File: src/core/sdbg_pkg.sv
// Constants and types shared by the single-wire debug port
package sdbg_pkg;

   // ----------------------------------------------------------------
   // Bit timing, in bus-clock cycles
   // ----------------------------------------------------------------
   localparam int BIT_CYCLES  = 16;  // Nominal bit period
   localparam int SAMPLE_AT   = 10;  // Host bit sampled here
   localparam int SPEEDUP_AT  = 7;   // Speed-up pulse for a one
   localparam int ZERO_LOW    = 13;  // Low time for a sent zero
   localparam int TIMEOUT_CYC = 512; // Gap between host edges
   localparam int STEAL_CYC   = 128; // Wait for a free bus cycle
   localparam int CNT_W       = 5;
   localparam int IDLE_W      = 10;
   localparam int WAIT_W      = 8;

   // ----------------------------------------------------------------
   // Frame lengths
   // ----------------------------------------------------------------
   localparam int OP_LEN   = 8;
   localparam int WORD_LEN = 16;

   // ----------------------------------------------------------------
   // Hardware command opcodes
   // ----------------------------------------------------------------
   localparam logic [7:0] OP_BACKGROUND   = 8'h90;
   localparam logic [7:0] OP_RD_OCTET_MAP = 8'hE4;
   localparam logic [7:0] OP_RD_PAIR_MAP  = 8'hEC;
   localparam logic [7:0] OP_RD_OCTET     = 8'hE0;
   localparam logic [7:0] OP_RD_PAIR      = 8'hE8;
   localparam logic [7:0] OP_WR_OCTET_MAP = 8'hC4;
   localparam logic [7:0] OP_WR_PAIR_MAP  = 8'hCC;
   localparam logic [7:0] OP_WR_OCTET     = 8'hC0;
   localparam logic [7:0] OP_WR_PAIR      = 8'hC8;
   localparam logic [7:0] OP_CLEAR        = 8'h00;

   // ----------------------------------------------------------------
   // Debug state register
   // ----------------------------------------------------------------
   localparam logic [15:0] STATUS_ADDR     = 16'hFF01;
   localparam logic [7:0]  STATUS_RESET    = 8'h00;
   localparam int          STAT_UNLOCK_BIT = 7;
   localparam int          STAT_ACTIVE_BIT = 6;

   // Command sequencer states
   typedef enum logic [2:0] {
      S_OPC,
      S_ADDR,
      S_WDATA,
      S_WAIT,
      S_RUN,
      S_RDATA
   } sdbg_state_type;

endpackage : sdbg_pkg

File: src/core/sdbg_bit_if.sv
// Link between wire engine and command sequencer
`timescale 1ns/1ps
interface sdbg_bit_if;
   logic tx_en;     // Next bit is sent by the device
   logic tx_bit;    // Level of the bit to send
   logic rx_valid;  // One-cycle pulse: host bit sampled
   logic rx_bit;    // Sampled host bit
   logic tx_done;   // One-cycle pulse: sent bit taken by host
   logic timeout;   // One-cycle pulse: host edge gap expired

   modport engine (
      input  tx_en,
      input  tx_bit,
      output rx_valid,
      output rx_bit,
      output tx_done,
      output timeout
   );

   modport ctrl (
      output tx_en,
      output tx_bit,
      input  rx_valid,
      input  rx_bit,
      input  tx_done,
      input  timeout
   );
endinterface : sdbg_bit_if

File: src/core/sdbg_port.sv
// Debug port: commands, memory access, background mode
`timescale 1ns/1ps
// Notes on behaviour
// RL1 - Host opens every bit with a falling edge.
// RL2 - MSB first, sixteen bus cycles per bit.
// RL3 - 512 cycles between host edges clears the command.
// RL4 - Edge seen within a cycle; host bit sampled at ten.
// RL5 - Host holds the wire low two cycles, then releases.
// RL6 - A sent one gets a high pulse at count seven.
// RL7 - Host samples a sent bit near count ten.
// RL8 - A sent zero is low thirteen cycles, then briefly high.
// RL9 - In-map byte write to FF01 sets the unlock bit.
// RL10 - Active mode maps debug registers and ROM at FF00-FFFF.
// RL11 - Command, tag or halt enter background; ignored while locked.
// RL12 - Command entry waits for a boundary; tags enter at once.
// RL13 - Special single-chip mode leaves reset enabled and active.
// RL14 - Eight-bit opcode, then address and/or data.
// RL15 - Host waits 150 cycles after a command or address.
// RL16 - Debug holds the bus; multi-cycle accesses freeze the CPU.
// RL17 - Wait for a free cycle, steal one after 128.
// RL18 - Opcode 90 enters background only when unlocked.
// RL19 - E4 and EC read in map; odd low, even high.
// RL20 - E0 and E8 read out of map, same lanes.
// RL21 - C4 writes a byte in map; odd low, even high.
// RL22 - Status reads 00, 80 when halt allowed, C0 when active.
// RL23 - Host unlocks by read, set MSB, write back status.
// RL24 - C8 writes an aligned word out of map.
// RL25 - Every read returns sixteen bits.
// RL26 - Timeout drops a partial command; next edge starts an opcode.
module sdbg_port (
   input  wire logic        core_clk_in,
   input  wire logic        reset_n_in,
   input  wire logic        debug_wire_pin_in,
   output logic             debug_wire_pin_out,
   output logic             debug_wire_pin_oe_out,
   input  wire logic        cpu_free_cycle_in,
   input  wire logic        mem_ready_in,
   input  wire logic [15:0] mem_rdata_in,
   output logic             mem_req_out,
   output logic             mem_we_out,
   output logic [15:0]      mem_addr_out,
   output logic [15:0]      mem_wdata_out,
   output logic [1:0]       mem_be_out,
   output logic             mem_debug_map_out,
   output logic             cpu_freeze_out,
   input  wire logic        instr_boundary_in,
   input  wire logic        tag_hit_in,
   input  wire logic        halt_to_debug_instr_in,
   input  wire logic        bg_exit_in,
   input  wire logic        special_chip_mode_in,
   output logic             background_active_out,
   output logic             firmware_unlock_out
);
   import sdbg_pkg::*;

   // ----------------------------------------------------------------
   // State
   // ----------------------------------------------------------------
   typedef struct packed {
      sdbg_state_type    st;
      logic [7:0]        opcode;
      logic [15:0]       addr;
      logic [15:0]       data;
      logic [CNT_W-1:0]  bits;
      logic [WAIT_W-1:0] wait_cnt;
      logic              is_read;
      logic              unlock;
      logic              active;
      logic              bg_pend;
      logic              started;
      logic              mem_req;
      logic              freeze;
   } sdbg_ctl_type;

   sdbg_ctl_type r_q;
   sdbg_ctl_type r_d;

   logic       in_map;
   logic       is_word;
   logic       status_hit;
   logic [7:0] status_byte;
   logic [7:0] opc_next;

   sdbg_bit_if bit_if ();

   // ----------------------------------------------------------------
   // Wire timing engine
   // ----------------------------------------------------------------
   sdbg_bit_engine u_engine (
      .core_clk_in       (core_clk_in),
      .reset_n_in        (reset_n_in),
      .debug_wire_pin_in (debug_wire_pin_in),
      .pin_out           (debug_wire_pin_out),
      .pin_oe_out        (debug_wire_pin_oe_out),
      .bit_if            (bit_if.engine)
   );

   // Next bit to send, MSB first
   assign bit_if.tx_en  = (r_q.st == S_RDATA);
   assign bit_if.tx_bit = r_q.data[WORD_LEN-1];          // [RL2]

   // ----------------------------------------------------------------
   // Command decode helpers
   // ----------------------------------------------------------------
   assign in_map = (r_q.opcode == OP_RD_OCTET_MAP) ||
                   (r_q.opcode == OP_RD_PAIR_MAP)  ||
                   (r_q.opcode == OP_WR_OCTET_MAP) ||
                   (r_q.opcode == OP_WR_PAIR_MAP);
   assign is_word = (r_q.opcode == OP_RD_PAIR_MAP)  ||
                    (r_q.opcode == OP_RD_PAIR)      ||
                    (r_q.opcode == OP_WR_PAIR_MAP)  ||
                    (r_q.opcode == OP_WR_PAIR);
   // In-map byte access to the status address stays local
   assign status_hit = in_map && !is_word && (r_q.addr == STATUS_ADDR); // [RL9]
   assign opc_next   = {r_q.opcode[6:0], bit_if.rx_bit};

   // Status byte: 00 running, 80 halt allowed, C0 active
   always_comb begin
      status_byte                  = STATUS_RESET;
      status_byte[STAT_UNLOCK_BIT] = r_q.unlock;             // [RL22]
      status_byte[STAT_ACTIVE_BIT] = r_q.active;
   end

   // ----------------------------------------------------------------
   // Next state
   // ----------------------------------------------------------------
   always_comb begin
      r_d = r_q;

      // Strap caught on the first edge after reset release
      if (!r_q.started) begin
         r_d.started = 1'b1;
         if (special_chip_mode_in) begin
            r_d.unlock = 1'b1;                               // [RL13]
            r_d.active = 1'b1;
         end
      end

      // Background entry and exit
      if (r_q.active) begin
         r_d.bg_pend = 1'b0;
         if (bg_exit_in) begin
            r_d.active = 1'b0;
         end
      end else if (r_q.unlock) begin
         if (tag_hit_in || halt_to_debug_instr_in) begin
            r_d.active = 1'b1;                               // [RL11] [RL12]
         end else if (r_q.bg_pend && instr_boundary_in) begin
            r_d.active  = 1'b1;                              // [RL12]
            r_d.bg_pend = 1'b0;
         end
      end

      case (r_q.st)
         // Opcode, MSB first
         S_OPC: begin
            if (bit_if.rx_valid) begin
               r_d.opcode = opc_next;                        // [RL14]
               r_d.bits   = r_q.bits + CNT_W'(1);
               if (r_q.bits == CNT_W'(OP_LEN - 1)) begin
                  r_d.bits = '0;
                  case (opc_next)
                     OP_BACKGROUND: begin
                        // Dropped unless firmware is enabled
                        r_d.bg_pend = r_q.unlock & ~r_q.active; // [RL18] [RL11]
                     end
                     OP_RD_OCTET_MAP, OP_RD_PAIR_MAP,
                     OP_RD_OCTET, OP_RD_PAIR: begin
                        r_d.is_read = 1'b1;                  // [RL19] [RL20]
                        r_d.st      = S_ADDR;
                     end
                     OP_WR_OCTET_MAP, OP_WR_PAIR_MAP,
                     OP_WR_OCTET, OP_WR_PAIR: begin
                        r_d.is_read = 1'b0;                  // [RL21] [RL24]
                        r_d.st      = S_ADDR;
                     end
                     default: begin
                        r_d.st = S_OPC;
                     end
                  endcase
               end
            end
         end

         // 16-bit address
         S_ADDR: begin
            if (bit_if.rx_valid) begin
               r_d.addr = {r_q.addr[14:0], bit_if.rx_bit};
               r_d.bits = r_q.bits + CNT_W'(1);
               if (r_q.bits == CNT_W'(WORD_LEN - 1)) begin
                  r_d.bits     = '0;
                  r_d.wait_cnt = '0;
                  r_d.st       = r_q.is_read ? S_WAIT : S_WDATA;
               end
            end
         end

         // 16-bit write data
         S_WDATA: begin
            if (bit_if.rx_valid) begin
               r_d.data = {r_q.data[14:0], bit_if.rx_bit};
               r_d.bits = r_q.bits + CNT_W'(1);
               if (r_q.bits == CNT_W'(WORD_LEN - 1)) begin
                  r_d.bits     = '0;
                  r_d.wait_cnt = '0;
                  r_d.st       = S_WAIT;
               end
            end
         end

         // Look for a free bus cycle, steal one after the limit
         S_WAIT: begin
            if (status_hit) begin
               if (r_q.is_read) begin
                  r_d.data = {8'h00, status_byte};           // [RL22] [RL25]
                  r_d.st   = S_RDATA;
               end else begin
                  r_d.unlock = r_q.data[STAT_UNLOCK_BIT];    // [RL9]
                  r_d.st     = S_OPC;
               end
            end else if (cpu_free_cycle_in) begin
               r_d.mem_req = 1'b1;                           // [RL17]
               r_d.st      = S_RUN;
            end else if (r_q.wait_cnt == WAIT_W'(STEAL_CYC - 1)) begin
               r_d.mem_req = 1'b1;
               r_d.freeze  = 1'b1;                           // [RL17]
               r_d.st      = S_RUN;
            end else begin
               r_d.wait_cnt = r_q.wait_cnt + WAIT_W'(1);
            end
         end

         // Hold the bus until the access completes
         S_RUN: begin
            if (mem_ready_in) begin
               r_d.mem_req = 1'b0;                           // [RL16]
               r_d.freeze  = 1'b0;
               if (r_q.is_read) begin
                  r_d.data = mem_rdata_in;                   // [RL25]
                  r_d.st   = S_RDATA;
               end else begin
                  r_d.st = S_OPC;
               end
            end else begin
               r_d.freeze = 1'b1;                            // [RL16]
            end
         end

         // 16 read bits back to the host, MSB first
         S_RDATA: begin
            if (bit_if.tx_done) begin
               r_d.data = {r_q.data[14:0], 1'b0};            // [RL2]
               r_d.bits = r_q.bits + CNT_W'(1);
               if (r_q.bits == CNT_W'(WORD_LEN - 1)) begin
                  r_d.bits = '0;                             // [RL25]
                  r_d.st   = S_OPC;
               end
            end
         end

         default: begin
            r_d.st = S_OPC;
         end
      endcase

      // Timeout clears the command, not a bus access
      if (bit_if.timeout && (r_q.st != S_WAIT) && (r_q.st != S_RUN)) begin
         r_d.st     = S_OPC;                                 // [RL26]
         r_d.bits   = '0;
         r_d.opcode = OP_CLEAR;                              // [RL3]
      end
   end

   // ----------------------------------------------------------------
   // State register
   // ----------------------------------------------------------------
   always_ff @(posedge core_clk_in or negedge reset_n_in) begin
      if (!reset_n_in) begin
         r_q        <= '0;
         r_q.st     <= S_OPC;
         r_q.opcode <= OP_CLEAR;
      end else begin
         r_q <= r_d;
      end
   end

   // ----------------------------------------------------------------
   // Outputs
   // ----------------------------------------------------------------
   // Byte lanes: odd address low byte, even address high byte
   assign mem_be_out[1] = is_word | ~r_q.addr[0];            // [RL19] [RL21]
   assign mem_be_out[0] = is_word | r_q.addr[0];
   assign mem_req_out   = r_q.mem_req;
   assign mem_we_out    = r_q.mem_req & ~r_q.is_read;
   assign mem_addr_out  = r_q.addr;
   assign mem_wdata_out = r_q.data;
   // In-map commands see the debug map; active mode maps it too
   assign mem_debug_map_out     = in_map | r_q.active;       // [RL10] [RL20]
   assign cpu_freeze_out        = r_q.freeze;
   assign background_active_out = r_q.active;                // [RL10]
   assign firmware_unlock_out   = r_q.unlock;

endmodule : sdbg_port

File: src/core/sdbg_bit_engine.sv
// Wire timing engine: edges, bit timing, gap timeout
`timescale 1ns/1ps
module sdbg_bit_engine
   import sdbg_pkg::*;
(
   input  wire logic    core_clk_in,
   input  wire logic    reset_n_in,
   input  wire logic    debug_wire_pin_in,
   output logic         pin_out,
   output logic         pin_oe_out,
   sdbg_bit_if.engine   bit_if
);

   typedef struct packed {
      logic              pin_prev;
      logic              run;
      logic [CNT_W-1:0]  cnt;
      logic [IDLE_W-1:0] idle;
      logic              tx_on;
      logic              tx_val;
      logic              drv_oe;
      logic              drv_val;
      logic              rx_valid;
      logic              rx_bit;
      logic              tx_done;
      logic              timeout;
   } sdbg_eng_type;

   sdbg_eng_type r_q;
   sdbg_eng_type r_d;
   logic         fall;

   // ----------------------------------------------------------------
   // Next state
   // ----------------------------------------------------------------
   always_comb begin
      r_d          = r_q;
      r_d.rx_valid = 1'b0;
      r_d.tx_done  = 1'b0;
      r_d.timeout  = 1'b0;
      r_d.pin_prev = debug_wire_pin_in;
      // Host falling edge; own drive never counts as one
      fall = r_q.pin_prev & ~debug_wire_pin_in & ~r_q.drv_oe;
      if (fall) begin
         // Edge cycle is count 0 of the bit
         r_d.run     = 1'b1;                             // [RL4]
         r_d.cnt     = CNT_W'(1);
         r_d.idle    = '0;                               // [RL3]
         r_d.tx_on   = bit_if.tx_en;
         r_d.tx_val  = bit_if.tx_bit;
         r_d.drv_oe  = bit_if.tx_en & ~bit_if.tx_bit;    // [RL8]
         r_d.drv_val = 1'b0;
      end else begin
         // Gap timer saturates after one timeout pulse
         if (r_q.idle != IDLE_W'(TIMEOUT_CYC - 1)) begin
            r_d.idle = r_q.idle + IDLE_W'(1);
            if (r_q.idle == IDLE_W'(TIMEOUT_CYC - 2)) begin
               r_d.timeout = 1'b1;                       // [RL3]
            end
         end
         if (r_q.run) begin
            r_d.cnt = r_q.cnt + CNT_W'(1);
            if (r_q.tx_on && !r_q.tx_val) begin
               // Low until count 12, one high cycle at 13
               if (r_q.cnt == CNT_W'(ZERO_LOW - 1)) begin
                  r_d.drv_val = 1'b1;                    // [RL8]
               end
               if (r_q.cnt == CNT_W'(ZERO_LOW)) begin
                  r_d.drv_oe = 1'b0;
               end
            end
            if (r_q.tx_on && r_q.tx_val) begin
               // One-cycle high pulse at count 7
               if (r_q.cnt == CNT_W'(SPEEDUP_AT - 1)) begin
                  r_d.drv_oe  = 1'b1;                    // [RL6]
                  r_d.drv_val = 1'b1;
               end
               if (r_q.cnt == CNT_W'(SPEEDUP_AT)) begin
                  r_d.drv_oe = 1'b0;
               end
            end
            if (r_q.cnt == CNT_W'(SAMPLE_AT)) begin
               r_d.tx_done  = r_q.tx_on;
               r_d.rx_valid = ~r_q.tx_on;                // [RL4]
               r_d.rx_bit   = debug_wire_pin_in;
            end
            if (r_q.cnt == CNT_W'(BIT_CYCLES - 1)) begin
               r_d.run = 1'b0;                           // [RL2]
            end
         end
      end
   end

   // ----------------------------------------------------------------
   // State register
   // ----------------------------------------------------------------
   always_ff @(posedge core_clk_in or negedge reset_n_in) begin
      if (!reset_n_in) begin
         r_q          <= '0;
         r_q.pin_prev <= 1'b1; // Idle wire is high
      end else begin
         r_q <= r_d;
      end
   end

   // Outputs straight from flops
   assign pin_out         = r_q.drv_val;
   assign pin_oe_out      = r_q.drv_oe;
   assign bit_if.rx_valid = r_q.rx_valid;
   assign bit_if.rx_bit   = r_q.rx_bit;
   assign bit_if.tx_done  = r_q.tx_done;
   assign bit_if.timeout  = r_q.timeout;

endmodule : sdbg_bit_engine

File: config.mk
export PLATFORM = sky130hd
export DESIGN_NAME = sdbg_port
export DESIGN_NICKNAME = d
export VERILOG_FILES = /design/src/core/sdbg_pkg.sv /design/src/core/sdbg_bit_if.sv /design/src/core/sdbg_port.sv /design/src/core/sdbg_bit_engine.sv
export SDC_FILE = /design/constraint.sdc
export NUM_CORES = 1
export LEC_CHECK = 0
export BUFFER_PORTS_ARGS = -buffer_cell sky130_fd_sc_hd__buf_2
export CORE_MARGIN = 1
export CORE_UTILIZATION = 30
export CTS_BUF_LIST = sky130_fd_sc_hd__clkbuf_8 sky130_fd_sc_hd__clkbuf_16
export DETAILED_ROUTE_END_ITERATION = 12
export HOLD_SLACK_MARGIN = 0.12
export PLACE_DENSITY_LB_ADDON = 0.1
export SLEW_MARGIN = 20
export SYNTH_ARGS = -nofsm -noshare
export SYNTH_HDL_FRONTEND = slang
export SYNTH_SLANG_ARGS = --single-unit
File: constraint.sdc
create_clock -name core_clk_in -period 2.9 [get_ports core_clk_in]
set_input_delay 0.58 -clock core_clk_in [delete_from_list [all_inputs] [get_ports core_clk_in]]
set_output_delay 0.58 -clock core_clk_in [all_outputs]
set_load 0.05 [all_outputs]
Yosys cells after proc, flatten, opt, wreduce, memory -nomap -nowiden --
Cells that the tools add are included.
Storage, ports and cells: word-level logic and storage cells 216, output and inout bits 42, flip-flop bits (word level) 88
Cells by class: reductions and logical operators 39, add/sub/neg operators 4, mux-type cells 75, eq/ne operators 57, bitwise operators 16
Operators by type and width (number):
- 8-bit equality test, second input constant | 15
- 16-bit two-way mux | 5
- 16-bit case mux with 4 select lines | 1
- 3-bit two-way mux | 13
- 8-bit two-way mux | 4
- 29-bit two-way mux | 1
- 3-bit != test, second input constant | 9
- 13-bit two-way mux | 2
- 5-bit by 4-bit equality test with 1-bit output, second input constant | 5
- 5-bit two-way mux | 5
- 8-bit case mux with 3 select lines | 1
- 11-bit two-way mux | 2
- 2-bit two-way mux | 11
- 1-bit two-way mux | 21
- 21-bit two-way mux | 1
- 5-bit case mux with 4 select lines | 1
- 2-bit != test, second input constant | 9
- 3-bit case mux with 6 select lines | 1
- 16-bit equality test, second input constant | 1
- 5-bit by 3-bit equality test with 1-bit output, second input constant | 3
- 3-bit by 2-bit != test with 1-bit output, second input constant | 4
- 4-bit AND reduction | 3
- 2-bit nonzero test | 6
- 11-bit AND reduction | 1
- other kinds (34) | 66

Logic depth before layout (Yosys ltp) --
depth in word-level cells 10, gate-level depth with buffers 10, depth with buffers taken out 10

Modules after synthesis --
From an unflattened synthesis, not the netlist that was laid out.
Second synthesis, totals: cell total of the unflattened synthesis 485, area, all modules 5008.6 sq um
By module, submodules not included:
- sdbg_port | area each 3719.8 sq um, instances 1, cells each 362, seq. area each 1576.5 sq um
- sdbg_bit_engine | area each 1288.7 sq um, instances 1, cells each 123, seq. area each 626.9 sq um

Worst setup path after synthesis --
OpenSTA, ideal clock, no wires.
kind reg-to-reg, start register r_q[61] (netlist bit), end register r_q, in the netlist mem_wdata_out[10], data arrival time 2.076 ns, stages on the path, launching flop included 9, clock period less this slack 2.150 ns, required time 2.827 ns, slack 0.750 ns, buffers on the path 2, cell sequence dfrtp_1 > clkbuf_1 > inv_1 > ha_1 > a21oi_1 > a2bb2oi_1 > clkbuf_1 > a22oi_1 > a21oi_2
On the way: longest elaborated chain between the ends 3, elaborated cells on any way between the ends 13, classes of those cells eq/ne: 10; mux: 1; reduce/logical: 2
Ends and longest elaborated chain:
- start: declaration | line sdbg_port.sv:75 | sdbg_ctl_type r_q;
- start signal: assignment | line sdbg_port.sv:283 | r_q <= r_d;
- 3-bit equality test / 3-bit by 2-bit equality test with 1-bit output (equally long branches) | line sdbg_port.sv:154 | case (r_q.st)
- 2-bit != test (no source line), or another cell as far along
- 7-bit AND reduction (no source line)
Several ways; a longest one is shown, not always the timed one. A chain may end at the register's enable or synchronous reset.

Final worst setup path --
start register r_q, in the netlist mem_addr_out[4], end register r_q, in the netlist mem_wdata_out[0]
On the way: longest elaborated chain between the ends 4
Ends and longest elaborated chain:
- 16-bit equality test | line sdbg_port.sv:114 | assign status_hit = in_map && !is_word && (r_q.addr == STATUS_ADDR);
- 1-bit logical AND | line sdbg_port.sv:114
- 2-bit != test (no source line)
- 7-bit AND reduction (no source line)
Every way passes these cells.

==> results_tabular.tex <==
\begin{tabular}{lr}
\hline
Metric & Value \\
\hline
\multicolumn{2}{l}{\textbf{Power and ir drop}} \\
VDD IR-drop max & 330 µV \\
Static leakage & 2.56 nW \\
Post-layout power & 2.83 mW \\
PwrDens & 509 nW/µm² \\
\multicolumn{2}{l}{\textbf{Synthesis}} \\
Number of synthesis warnings & 0 \\
Post-synthesis share of cell area spent on xor and xnor gates & 1.62\% \\
Post-synth EDFFs & 0 \\
Adder and majority cell fraction of the synthesized area & 3.55\% \\
Area fraction in compound gates after synthesis & 17.8\% \\
Proportion of synthesized flip-flops having asynchronous set or reset & 100\% \\
Gate Count Post-Synth & 503 \\
Fraction of synthesized area in multiplexers & 4.81\% \\
Dominant combinational cell family by area after synthesis & simple AND/OR/NAND/NOR gates \\
Part of the Yosys area used for sequential elements & 45.3\% \\
Count of cell types in the netlist & 66 \\
Simple-gate portion of the synthesized area & 18.8\% \\
Average footprint of a synthesized cell & 9.68 µm² \\
\#FFs+latches synth & 88 \\
Total nets after synthesis & 542 \\
Combined area of all synthesized cells & 4870 µm² \\
Most instantiated flip-flop cell in the synthesis netlist & sky130\_fd\_sc\_hd\_\_dfrtp\_1 \\
\multicolumn{2}{l}{\textbf{Clock network}} \\
Clock-pin slew on the worst setup and hold paths & 0.06 ns \\
\# clock sinks & 88 \\
H-tree depth & 3 \\
Clock latency at the later pin of the worst-skew pair & 0.34 ns \\
Clock tree from TritonCTS & built \\
Quantity of gates resized following cts & 0 \\
Deepest clock path buffer count & 2 \\
Hold buffers post-CTS & 0 \\
Number of buffers inserted during clock tree synthesis & 9 \\
Clock root cell & sky130\_fd\_sc\_hd\_\_clkbuf\_16 \\
Number of buffers inserted to repair setup after CTS & 0 \\
\multicolumn{2}{l}{\textbf{Drt}} \\
Via Count & 3773 \\
Number of design-rule violations left by the first detailed-router iteration & 121 \\
Vias/cell & 4.93 \\
Antenna violation net count after detailed routing & 0 \\
First-pass DRT Iterations & 5 \\
Routed wire length & 11300 µm \\
WL per Instance & 14.7 µm \\
DRC viols & 0 \\
\multicolumn{2}{l}{\textbf{GRT}} \\
Global-route layer with the greatest usage & met2 \\
Global-route wire length before repair & 18500 µm \\
Largest net degree at the start of global routing & 37 \\
Met3 layer usage reported by global route & 3.55\% \\
Total global-route track usage & 14.3\% \\
GRT Residual Overflow & 0 \\
Initial antenna violation count & 1 \\
Global routing usage on met2 & 22.9\% \\
Via count of the first global-routing pass & 3618 \\
GR Util met1 & 19.0\% \\
\multicolumn{2}{l}{\textbf{Timing}} \\
Final hold violation count & 0 \\
Relative slew slack & 60.2\% \\
Sum Neg Setup Slack & 0 ns \\
Final critical-path required period & 2.35 ns \\
RSZ-0062 raised after global routing & no \\
Pins over their slew limit & 0 \\
Max frequency & 426 MHz \\
Worst hold slack after final layout & 0.201 ns \\
Worst-case clock skew & 0.00535 ns \\
Actual slew at the worst max-slew pin & 0.589 ns \\
Final setup violation count & 0 \\
Fraction of the cycle the final worst path needs & 81.0\% \\
\multicolumn{2}{l}{\textbf{Place}} \\
Count of input and output buffers & 67 \\
DP Cell Count & 749 \\
DP HPWL & 8130 µm \\
Final Wtd Congestion & 0.769 \\
\multicolumn{2}{l}{\textbf{Setup path}} \\
Startpoint kind of the worst setup timing path & register \\
CP endpoint kind & register \\
Biggest fanout along the worst timing path & 32 \\
Number of cell instances on the worst register-to-register path & 7 \\
Setup Crit Path Kind & reg2reg \\
Data required time of the critical path & 3.17 ns \\
Arrival time worst endpoint & 2.61 ns \\
\multicolumn{2}{l}{\textbf{Floorplanning}} \\
Count of boundary I/O pins & 68 \\
Placeable core region & 15900 µm² \\
Die Outline Area & 16700 µm² \\
Effective utilization at floorplan & 30.6\% \\
DIE WIDTH & 129 µm \\
Site row count & 46 \\
Die height & 129 µm \\
\multicolumn{2}{l}{\textbf{Outcome}} \\
Run status & completed \\
\multicolumn{2}{l}{\textbf{Cells and area}} \\
Final layout net count & 583 \\
Share of post-route cells with drive strength above 1 & 26.8\% \\
Most frequent standard cell in the layout excluding fill and tap cells & sky130\_fd\_sc\_hd\_\_dfrtp\_1 \\
Number of fillers in the final layout & 1682 \\
Most frequent cells in the layout & sky130\_fd\_sc\_hd\_\_dfrtp\_1, sky130\_fd\_sc\_hd\_\_buf\_2, sky130\_fd\_sc\_hd\_\_nor2\_1 \\
Core utilization of the finished layout & 35.0\% \\
Non-filler cells, final & 766 \\
Growth of design area from synthesis to finish & 14.2\% \\
\multicolumn{2}{l}{\textbf{Run}} \\
Max\_cap viols & 0 \\
\multicolumn{2}{l}{\textbf{Worst hold path}} \\
Hold/Removal Path Class & in2async \\
\hline
\end{tabular}
==> synthesized netlist by cell type, drive strengths merged (5+ instances only) <==
cell type / number / area, µm²
a21o: 7 / 52.6
a21oi: 38 / 243
a22oi: 13 / 97.6
buf: 39 / 289
clkbuf: 14 / 52.6
dfrtp: 87 / 2180
ha: 13 / 163
inv: 14 / 52.6
mux2: 19 / 214
nand2: 50 / 188
nand2b: 7 / 43.8
nand3: 15 / 75.1
nand4: 7 / 50.1
nor2: 51 / 191
nor3: 12 / 65.1
nor4b: 5 / 58.8
o21ai: 24 / 120
o31ai: 5 / 37.5
or2: 7 / 46.3
xor2: 5 / 43.8
==> per-stage QoR <==
| stage | setup slack, ns | cell area [µm²] |
|---|---|---|
| floorplan | 0.750 | 4870 |
| global placement | 0.530 | 5270 |
| detailed placement | 0.506 | 5270 |
| CTS | 0.443 | 5560 |
| global route | 0.336 | 5560 |
| finish | 0.552 | 5560 |
==> worst paths after layout <==
path | from | endpoint | slack, ns
worst max-delay path | mem_addr_out[4] | mem_wdata_out[0] | 0.55
worst min-delay path | reset_n_in | mem_addr_out[9] | 0.20
worst max register to register | mem_addr_out[4] | mem_wdata_out[0] | 0.55
worst min register to register | u_engine.r_q[7] | u_engine.bit_if.rx_valid | 0.46
max in group asynchronous | reset_n_in | u_engine.bit_if.tx_done | 2.05
min in group core_clk_in | debug_wire_pin_in | u_engine.r_q[24] | 0.37
==> cell families after synthesis <==
kind of cell,count (synthesis)
AND/OR/NAND/NOR,181
buffers and inverters,67
adder cells (fa/ha/maj),14
multiplexers,21
AO/OA/AOI/OAI,122
flip-flops,88
other,1
XOR/XNOR,9
==> registers in the layout (all words and copies together) (netlist names) <==
register / cells
u_engine.pin_oe_out: 1
u_engine.r_q: 19
mem_wdata_out: 16
u_engine.bit_if.timeout: 1
u_engine.bit_if.rx_valid: 1
background_active_out: 1
u_engine.bit_if.rx_bit: 1
mem_req_out: 1
firmware_unlock_out: 1
cpu_freeze_out: 1
opc_next: 7
r_q: 20
mem_addr_out: 16
u_engine.bit_if.tx_done: 1
u_engine.pin_out: 1
==> power breakdown <==
group	switching, mW	leakage [nW]	total (mW)	internal, mW
combinational	0.170	1.23	0.301	0.131
clock	0.469	0.150	1.11	0.643
sequential	0.111	1.17	1.42	1.31
total	0.751	2.56	2.83	2.08
==> layer usage <==
| metal | up-vias | wire (µm) |
|---|---|---|
| met2 | 75 | 5330 |
| met1 | 1841 | 5400 |
| met3 | 8 | 472 |
| li1 | 1849 | - |
| met4 | 0 | 93 |
| met5 | - | 0 |
==> final cells by class <==
| class | instances | area, µm² | share of cell area [%] |
|---|---|---|---|
| clock buffers | 12 | 267 | 4.79 |
| inverters | 14 | 52.6 | 0.945 |
| multi-input cells | 348 | 2270 | 40.9 |
| diodes | 1 | 2.50 | 0.0450 |
| well taps | 216 | 270 | 4.86 |
| clock inverters | 4 | 18.8 | 0.338 |
| flip-flops and latches | 88 | 2200 | 39.6 |
| repair buffers | 83 | 470 | 8.46 |
==> worst max-delay path: stages (launching register included) <==
cell                        delay [ns]
sky130_fd_sc_hd__dfrtp_1          0.40
sky130_fd_sc_hd__nor4b_1          0.45
sky130_fd_sc_hd__nand4_2          0.19
sky130_fd_sc_hd__or2_4            0.33
sky130_fd_sc_hd__a2111oi_4        0.28
sky130_fd_sc_hd__buf_4            0.40
sky130_fd_sc_hd__nor2_1           0.08
sky130_fd_sc_hd__a31oi_1          0.14
Power figures use the tool's default switching activity.
